`src/hw/mcf_map.svh`:
```
// register-free constant map for the function 0x46 configuration handler
`ifndef MCF_MAP_SVH
`define MCF_MAP_SVH
`define MCF_FUNC_CODE        8'h46
`define MCF_FUNC_ERR         8'hC6
`define MCF_SUB_SET_POL      8'h29
`define MCF_SUB_GET_POL      8'h2A
`define MCF_SUB_GET_DLY      8'h35
`define MCF_SUB_SET_DLY      8'h36
`define MCF_EXC_ILL_FUNC     8'h01
`define MCF_EXC_ILL_VALUE    8'h03
`define MCF_ADDR_MIN         8'h01
`define MCF_ADDR_MAX         8'hF7
`define MCF_POL_IN_BIT       0
`define MCF_POL_OUT_BIT      1
`define MCF_POL_RESET        2'h0
`define MCF_DLY_RESET        8'h00
`define MCF_SAFE_OUT         8'h00
`define MCF_CLK_HZ           25000000
`define MCF_MS_NS            1000000
`define MCF_CLK_NS           40
`define MCF_CYC_PER_MS       (`MCF_MS_NS / `MCF_CLK_NS)
`define MCF_HOST_WD_MS       1000
`define MCF_MOD_WD_MS        100
`endif

```
`src/hw/mcf_pkg.sv`:
```
// types shared by the configuration handler
package mcf_pkg;
	typedef struct packed {
		logic [7:0] data;
		logic       last;
	} mcf_byte_type;

	typedef enum logic [4:0] {
		ST_IDLE  = 5'b00001,
		ST_RECV  = 5'b00010,
		ST_EXEC  = 5'b00100,
		ST_WAIT  = 5'b01000,
		ST_SEND  = 5'b10000
	} mcf_state_type;
endpackage

```
`src/hw/mcf_handler.sv`:
```
// function 0x46 configuration sub-function handler with dual watchdog
//
// Overview of operation
// (RULE_01) sub-function 0x2A reply echoes address, function, sub-function plus polarity byte 0..3
// (RULE_02) bit 0 set inverts digital input reading; clear means high voltage reads 0
// (RULE_03) bit 1 set inverts relay drive; clear means output 1 activates relay
// (RULE_04) failed request answers address, 0xC6 and one standard exception code
// (RULE_05) sub-function 0x35 reply echoes header plus stored response delay byte
// (RULE_06) sub-function 0x36 stores delay byte and echoes header plus accepted byte
// (RULE_07) response delay byte counts milliseconds, 0x1E gives 30 ms
// (RULE_08) host watchdog timeout drives all outputs to safe state
// (RULE_09) module watchdog resets the module when operation stalls
// (RULE_10) sub-function 0x29 writes polarity, reply result byte zero on success
// (RULE_11) reply starts only after configured delay past end of request frame
// (RULE_12) polarity bits 7..2 read as zero and are ignored on write
`timescale 1ns/1ns
`include "mcf_map.svh"

module mcf_handler
	import mcf_pkg::*;
#(
	parameter int unsigned CYC_PER_MS  = `MCF_CYC_PER_MS,
	parameter int unsigned HOST_WD_MS  = `MCF_HOST_WD_MS,
	parameter int unsigned MOD_WD_CYC  = `MCF_MOD_WD_MS * `MCF_CYC_PER_MS
) (
	input  wire logic         clk,
	input  wire logic         rstn,
	input  wire logic         clk_en,
	input  wire logic [7:0]   slave_addr,
	input  wire mcf_byte_type rx_byte,
	input  wire logic         rx_valid,
	input  wire logic         tx_ready,
	input  wire logic         alive_kick,
	input  wire logic [7:0]   din_pins,
	input  wire logic [7:0]   dout_value,
	output logic              rx_ready,
	output mcf_byte_type      tx_byte,
	output logic              tx_valid,
	output logic [7:0]        din_value,
	output logic [7:0]        relay_drive,
	output logic              host_wd_expired,
	output logic              module_reset_req,
	output logic [7:0]        polarity_status,
	output logic [7:0]        delay_ms
);

	// ****************************************
	// state
	// ****************************************
	mcf_state_type state_q;
	logic [7:0]    rbuf_q [0:4];
	logic [2:0]    rcnt_q;
	logic [7:0]    tbuf_q [0:3];
	logic [2:0]    tlen_q;
	logic [2:0]    tidx_q;
	logic [1:0]    pol_q;
	logic [7:0]    dly_q;
	logic [7:0]    ms_left_q;
	logic [31:0]   cyc_q;
	logic [31:0]   host_ms_q;
	logic [31:0]   host_cyc_q;
	logic [31:0]   mod_cnt_q;
	logic          wd_expired_q;
	logic          for_me;
	logic [2:0]    out_idx;

	function automatic logic addr_ok(input logic [7:0] a);
		addr_ok = (a >= `MCF_ADDR_MIN) && (a <= `MCF_ADDR_MAX);
	endfunction

	assign for_me = (rbuf_q[0] == slave_addr) && addr_ok(rbuf_q[0]);

	// index of the reply byte that stands after this edge; only two bits address the buffer
	assign out_idx = (tx_ready && tx_valid) ? tidx_q + 3'h1 : tidx_q;

	// ****************************************
	// frame sequencer
	// ****************************************
	always_ff @(posedge clk or negedge rstn) begin
		if (!rstn) begin
			state_q   <= ST_IDLE;
			rcnt_q    <= 3'h0;
			tlen_q    <= 3'h0;
			tidx_q    <= 3'h0;
			ms_left_q <= 8'h00;
			cyc_q     <= 32'h0;
			pol_q     <= `MCF_POL_RESET;
			dly_q     <= `MCF_DLY_RESET;
			for (int i = 0; i < 5; i++) rbuf_q[i] <= 8'h00;
			for (int i = 0; i < 4; i++) tbuf_q[i] <= 8'h00;
		end else if (clk_en) begin
			unique case (state_q)
				ST_IDLE, ST_RECV: begin
					// bytes count only when ready was shown, so host and handler agree on every hand-off made while clk_en is high
					if (rx_valid && rx_ready) begin
						// overlong frames keep only the first five bytes
						if (rcnt_q < 3'h5) begin
							rbuf_q[rcnt_q] <= rx_byte.data;
							rcnt_q         <= rcnt_q + 3'h1;
						end
						state_q <= rx_byte.last ? ST_EXEC : ST_RECV;
					end
				end
				ST_EXEC: begin
					rcnt_q    <= 3'h0;
					tidx_q    <= 3'h0;
					cyc_q     <= 32'h0;
					ms_left_q <= dly_q;
					tbuf_q[0] <= rbuf_q[0];
					tbuf_q[1] <= rbuf_q[1];
					tbuf_q[2] <= rbuf_q[2];
					tlen_q    <= 3'h4;
					state_q   <= ST_WAIT;
					if (!for_me || rbuf_q[1] != `MCF_FUNC_CODE) begin
						// not ours: stay silent
						state_q <= ST_IDLE;
					end else if (rbuf_q[2] == `MCF_SUB_GET_POL && rcnt_q == 3'h3) begin
						// (RULE_01) polarity read reply
						// (RULE_12) reserved bits zero
						tbuf_q[3] <= {6'h00, pol_q};
					end else if (rbuf_q[2] == `MCF_SUB_SET_POL && rcnt_q == 3'h4) begin
						// (RULE_10) polarity write, result byte
						// (RULE_12) upper bits ignored
						pol_q     <= rbuf_q[3][1:0];
						tbuf_q[3] <= 8'h00;
					end else if (rbuf_q[2] == `MCF_SUB_GET_DLY && rcnt_q == 3'h3) begin
						// (RULE_05) delay read reply
						tbuf_q[3] <= dly_q;
					end else if (rbuf_q[2] == `MCF_SUB_SET_DLY && rcnt_q == 3'h4) begin
						// (RULE_06) store and echo delay
						dly_q     <= rbuf_q[3];
						tbuf_q[3] <= rbuf_q[3];
						ms_left_q <= rbuf_q[3];
					end else begin
						// (RULE_04) exception reply
						tbuf_q[1] <= `MCF_FUNC_ERR;
						tbuf_q[2] <= (rbuf_q[2] == `MCF_SUB_GET_POL || rbuf_q[2] == `MCF_SUB_SET_POL ||
							rbuf_q[2] == `MCF_SUB_GET_DLY || rbuf_q[2] == `MCF_SUB_SET_DLY) ?
							`MCF_EXC_ILL_VALUE : `MCF_EXC_ILL_FUNC;
						tlen_q    <= 3'h3;
					end
				end
				ST_WAIT: begin
					// (RULE_11) hold reply for delay
					// (RULE_07) one count per millisecond
					if (ms_left_q == 8'h00) begin
						state_q <= ST_SEND;
					end else if (cyc_q == CYC_PER_MS - 1) begin
						cyc_q     <= 32'h0;
						ms_left_q <= ms_left_q - 8'h01;
					end else begin
						cyc_q <= cyc_q + 32'h1;
					end
				end
				ST_SEND: begin
					if (tx_ready && tx_valid) begin
						tidx_q <= tidx_q + 3'h1;
						if (tidx_q == tlen_q - 3'h1) state_q <= ST_IDLE;
					end
				end
			endcase
		end
	end

	// ****************************************
	// host and module watchdogs
	// ****************************************
	always_ff @(posedge clk or negedge rstn) begin
		if (!rstn) begin
			host_cyc_q   <= 32'h0;
			host_ms_q    <= 32'h0;
			wd_expired_q <= 1'b0;
		end else if (clk_en) begin
			// (RULE_08) any received byte feeds host watchdog
			if (rx_valid) begin
				host_cyc_q   <= 32'h0;
				host_ms_q    <= 32'h0;
				wd_expired_q <= 1'b0;
			end else if (host_ms_q >= HOST_WD_MS) begin
				wd_expired_q <= 1'b1;
			end else if (host_cyc_q == CYC_PER_MS - 1) begin
				host_cyc_q <= 32'h0;
				host_ms_q  <= host_ms_q + 32'h1;
			end else begin
				host_cyc_q <= host_cyc_q + 32'h1;
			end
		end
	end

	// counts even when clk_en is low: a frozen module is exactly what it watches
	always_ff @(posedge clk or negedge rstn) begin
		if (!rstn) begin
			mod_cnt_q        <= 32'h0;
			module_reset_req <= 1'b0;
		end else begin
			// (RULE_09) stalled module forces reset
			if (alive_kick && clk_en) begin
				mod_cnt_q        <= 32'h0;
				module_reset_req <= 1'b0;
			end else if (mod_cnt_q >= MOD_WD_CYC - 1) begin
				module_reset_req <= 1'b1;
			end else begin
				mod_cnt_q <= mod_cnt_q + 32'h1;
			end
		end
	end

	// ****************************************
	// registered outputs
	// ****************************************
	always_ff @(posedge clk or negedge rstn) begin
		if (!rstn) begin
			rx_ready        <= 1'b0;
			tx_valid        <= 1'b0;
			tx_byte         <= '0;
			din_value       <= 8'h00;
			relay_drive     <= `MCF_SAFE_OUT;
			host_wd_expired <= 1'b0;
			polarity_status <= 8'h00;
			delay_ms        <= 8'h00;
		end else if (clk_en) begin
			// ready follows the next state, so it falls once the last request byte is taken; bytes past the fifth are still shown ready and then dropped
			rx_ready        <= ((state_q == ST_IDLE || state_q == ST_RECV) &&
				!(rx_valid && rx_ready && rx_byte.last)) ||
				((state_q == ST_SEND) && tx_ready && tx_valid && tidx_q == tlen_q - 3'h1);
			tx_valid        <= (state_q == ST_SEND) && !(tx_ready && tx_valid && tidx_q == tlen_q - 3'h1);
			tx_byte.data    <= tbuf_q[out_idx[1:0]];
			tx_byte.last    <= (out_idx == tlen_q - 3'h1);
			// (RULE_02) input polarity mapping
			din_value       <= pol_q[`MCF_POL_IN_BIT] ? din_pins : ~din_pins;
			// (RULE_08) safe state on timeout
			// (RULE_03) output polarity mapping
			relay_drive     <= wd_expired_q ? `MCF_SAFE_OUT :
				(pol_q[`MCF_POL_OUT_BIT] ? ~dout_value : dout_value);
			host_wd_expired <= wd_expired_q;
			polarity_status <= {6'h00, pol_q};
			delay_ms        <= dly_q;
		end
	end

endmodule

```
`config.mk`:
```
export PLATFORM = sky130hd
export DESIGN_NAME = mcf_handler
export DESIGN_NICKNAME = d
export VERILOG_FILES = /design/src/hw/mcf_pkg.sv /design/src/hw/mcf_handler.sv
export VERILOG_INCLUDE_DIRS = /design/src /design/src/hw
export SDC_FILE = /design/constraint.sdc
export NUM_CORES = 1
export LEC_CHECK = 0
export BUFFER_PORTS_ARGS = -buffer_cell sky130_fd_sc_hd__clkbuf_2
export CORE_UTILIZATION = 33
export DETAILED_ROUTE_END_ITERATION = 6
export SYNTH_ARGS = -nofsm -noshare
export SYNTH_HDL_FRONTEND = slang
export SYNTH_SLANG_ARGS = --single-unit
export TNS_END_PERCENT = 100
```
`constraint.sdc`:
```
create_clock -name clk -period 5.3 [get_ports clk]
set_input_delay 0 -clock clk [delete_from_list [all_inputs] [get_ports clk]]
set_output_delay 0 -clock clk [all_outputs]
set_load 0.005 [all_outputs]
```
==> reports/metrics.cfg <==
[outcome]
status = complete, no violations

[floorplanning]
core_area_um2 = 37930
die_area_um2 = 39680
core.rowCount = 71
initial_core_util_pct = 33.83
die_h_um = 199.2
floorplan.io_pins = 84
die_w_um = 199.2

[drt]
drc = 0
via_count = 9612
route.final.wire_length_um = 30120
vias_per_cell = 5.124
drt_iter0_drc = 648
postRouteAntennaNets = 0
drt_first_pass_iters = 7
post_drt_wl_per_cell_um = 16.06

[pwr]
p_leak_nw = 6.810
p_clk_share_pct = 43.7
pwr-share-seq_pct = 42.5
pwr-share-comb_pct = 13.8
p_switching_mw = 1.569
max-vdd-ir-drop_mv = 0.2574
power.share.switching_pct = 27.09
intPower_mw = 4.222
power_per_cell_area_nw_per_um2 = 379.3

[logic_synthesis]
synth_cell_type_count = 64
async_flop_share_pct = 100.0
synth_edf_count = 0
netlist_instances = 1239
synthFlopType = dfrtp_1
ys_ff_latch = 263
ys_seq_area_share_pct = 51.30
yosysWarningCount = 0
avgSynthCellArea_um2 = 10.36
syn_area_um2 = 12830

[placement]
place_area_um2 = 13730
pre_cts_slack_ns = 1.950
placedCellCount = 1786
gp_congestion = 0.7791
port_buffers = 77
dp_hpwl_um = 20030

[clocking]
clk_latency_ns = 0.53
cts-htree-levels = 2
path_clk_slew_ns = 0.06
postCtsSetupBuffers = 0
cts.sinks = 263
root_buffer = clkbuf_16
postCtsHoldBufs = 28
cts_buffer_depth = 3
cts.repair.resized = 0
cts_buffers = 34
cts_tree = yes

[sta]
fmax_ghz = 0.2918
setup_viol = 0
clock_skew_ns = 0.02375
fin_crit_sh_pct = 64.65
hold_viol = 0
final.setup.tns_ns = 0
worstMarginPinSlew_ns = 1.136
whs_ns = 0.02477
rsz0062_at_grt = false
fin_crit_ns = 3.426
fin_ws_ns = 1.874
slew-limit-headroom_pct = 23.65
drv_slew = 0

[run]
cap_violations = 0

[final_layout]
final_cell_area_um2 = 15270
fillerInstances = 3661
final_common_cell = dfrtp_1
layout.nets = 1389
final_cell_mix = dfrtp_1, nand2_1, nor2_1
final_cells = 1876
drive_gt1_share_pct = 18.39
diodes = 0
seq_area_um2 = 6583
multi_input_area_um2 = 5924
syn_to_final_growth_pct = 18.98

[worst_hold_path]
hold_class = in2reg
min_from = alive_kick

[critical_path]
cpPeakStageDelay_ns = 0.95
crit_fanout = 30
cp-start-kind = register
crit_path_frequent_cell = nor4_1
crit_start = host_cyc_q[10]$_DFFE_PN0P_
crit_family = simple AND/OR/NAND/NOR gates
cp_num_buf_inv = 0
slowest_stage = nor4_1
worstPathCellList = nor4_1 -> nand4_1 -> nor4_1 -> o21a_1 -> mux2_2
r2r-start = host_cyc_q[10]$_DFFE_PN0P_
cp.required_ns = 5.69
end_kind = register
arrival_ns = 3.82
crit_type = reg2reg

[global_route]
grt_pass1_vias = 9472
grt.total_usage_pct = 15.60
grt_pass1_wl_um = 49650
grt_antenna_before_repair = 0
grt-ovfl-total = 0
grt_max_degree = 148

==> state kept, by name, summed over array words and instances, names as in the netlist, 2 cells and up <==
register         cells
tidx_q               3
rcnt_q               3
polarity_status      2
tlen_q               2
ms_left_q            8
rbuf_q              32
pol_q                2
din_value            8
delay_ms             8
tx_byte              9
relay_drive          8
cyc_q               32
tbuf_q              32
host_ms_q           32
dly_q                8
host_cyc_q          32
mod_cnt_q           32
state_q              5
==> worst register-to-register path, delay by kind of cell (launching register included) <==
family	cells	cell delay (ns)
flip-flops	1	0.44
AO/OA/AOI/OAI	1	0.92
AND/OR/NAND/NOR	3	1.53
multiplexers	1	0.41
==> final timing paths <==
| path | slack [ns] | to | cells past startpoint |
|---|---|---|---|
| worst max-delay path | 1.87 | host_ms_q[0]$_DFFE_PN0P_ | 5 |
| worst min-delay path | 0.02 | mod_cnt_q[20]$_DFFE_PN0P_ | 3 |
| worst max register to register | 1.87 | host_ms_q[0]$_DFFE_PN0P_ | 5 |
| worst min register to register | 0.47 | tbuf_q[16]$_DFFE_PN0P_ | 2 |
| max in group asynchronous | 3.87 | rbuf_q[34]$_DFFE_PN0P_ | 3 |
| min in group asynchronous | 0.17 | host_cyc_q[0]$_DFFE_PN0P_ | 2 |
==> metal layers <==
metal	vias to the layer above	GRT usage, %	wire, um
met4	0	4.188	450
met1	4779	21.42	14380
met3	35	2.380	990
li1	4651	-	-
met5	-	0	0
met2	147	25.55	14300
==> cells by family after synthesis <==
family | synth area share [%]
fa+ha+maj | 1.073
mux | 10.44
simple gates | 21.31
other cells | 0.02922
flops | 51.30
compound gates | 9.000
buf+inv | 2.681
xor+xnor | 4.163
==> metrics by stage <==
step | power [mW] | util [%]
6_report | 5.791 | 40.25
5_1_grt | 6.084 | 40.25
4_1_cts | 5.869 | 40.25
3_5_place_dp | 3.282 | 36.19
3_3_place_gp | 3.257 | 36.19
2_1_floorplan | 2.978 | -
==> cells in the mapped netlist (4+ instances only) <==
library cell,number,area (um2)
or3_1,34,212.7
nand2b_1,8,50.05
o31ai_1,12,90.09
o21a_1,5,37.54
inv_1,26,97.59
mux2_2,78,878.3
nand2_1,139,521.8
a211oi_1,6,45.04
and3_1,23,143.9
buf_2,11,55.05
buf_4,6,45.04
o2bb2ai_1,15,131.4
clkbuf_1,35,131.4
nor2_1,85,319.1
or2_2,4,25.02
nand3b_1,5,37.54
mux4_2,8,180.2
buf_1,4,15.01
o21ai_0,77,385.4
and2_1,41,256.5
xor2_1,36,315.3
nand4_1,48,300.3
mux2i_1,27,270.3
dfrtp_1,262,6556
ha_1,11,137.6
a21oi_1,53,265.3
and4_1,7,61.31
xnor2_1,25,219.0
nor4_1,28,175.2
nor3_1,21,105.1
or4_1,9,67.56
nand3_1,42,210.2
==> power groups by stage <==
stage / registers, mW / logic (mW) / clock network (mW)
6_report: 2.46 / 0.800 / 2.53
5_1_grt: 2.50 / 0.902 / 2.69
4_1_cts: 2.46 / 0.811 / 2.60
3_5_place_dp: 2.49 / 0.789 / 0
3_3_place_gp: 2.48 / 0.775 / 0
2_1_floorplan: 2.43 / 0.550 / 0
==> area by class of cell <==
type	instances	area share, %
clock buffer	47	6.556
tap	511	4.187
sequential	263	43.11
inverter	26	0.6392
multi-input combinational	899	38.80
clock inverter	15	1.705
timing repair buffer	115	4.999
No activity file was read; power rests on OpenSTA's default activity.
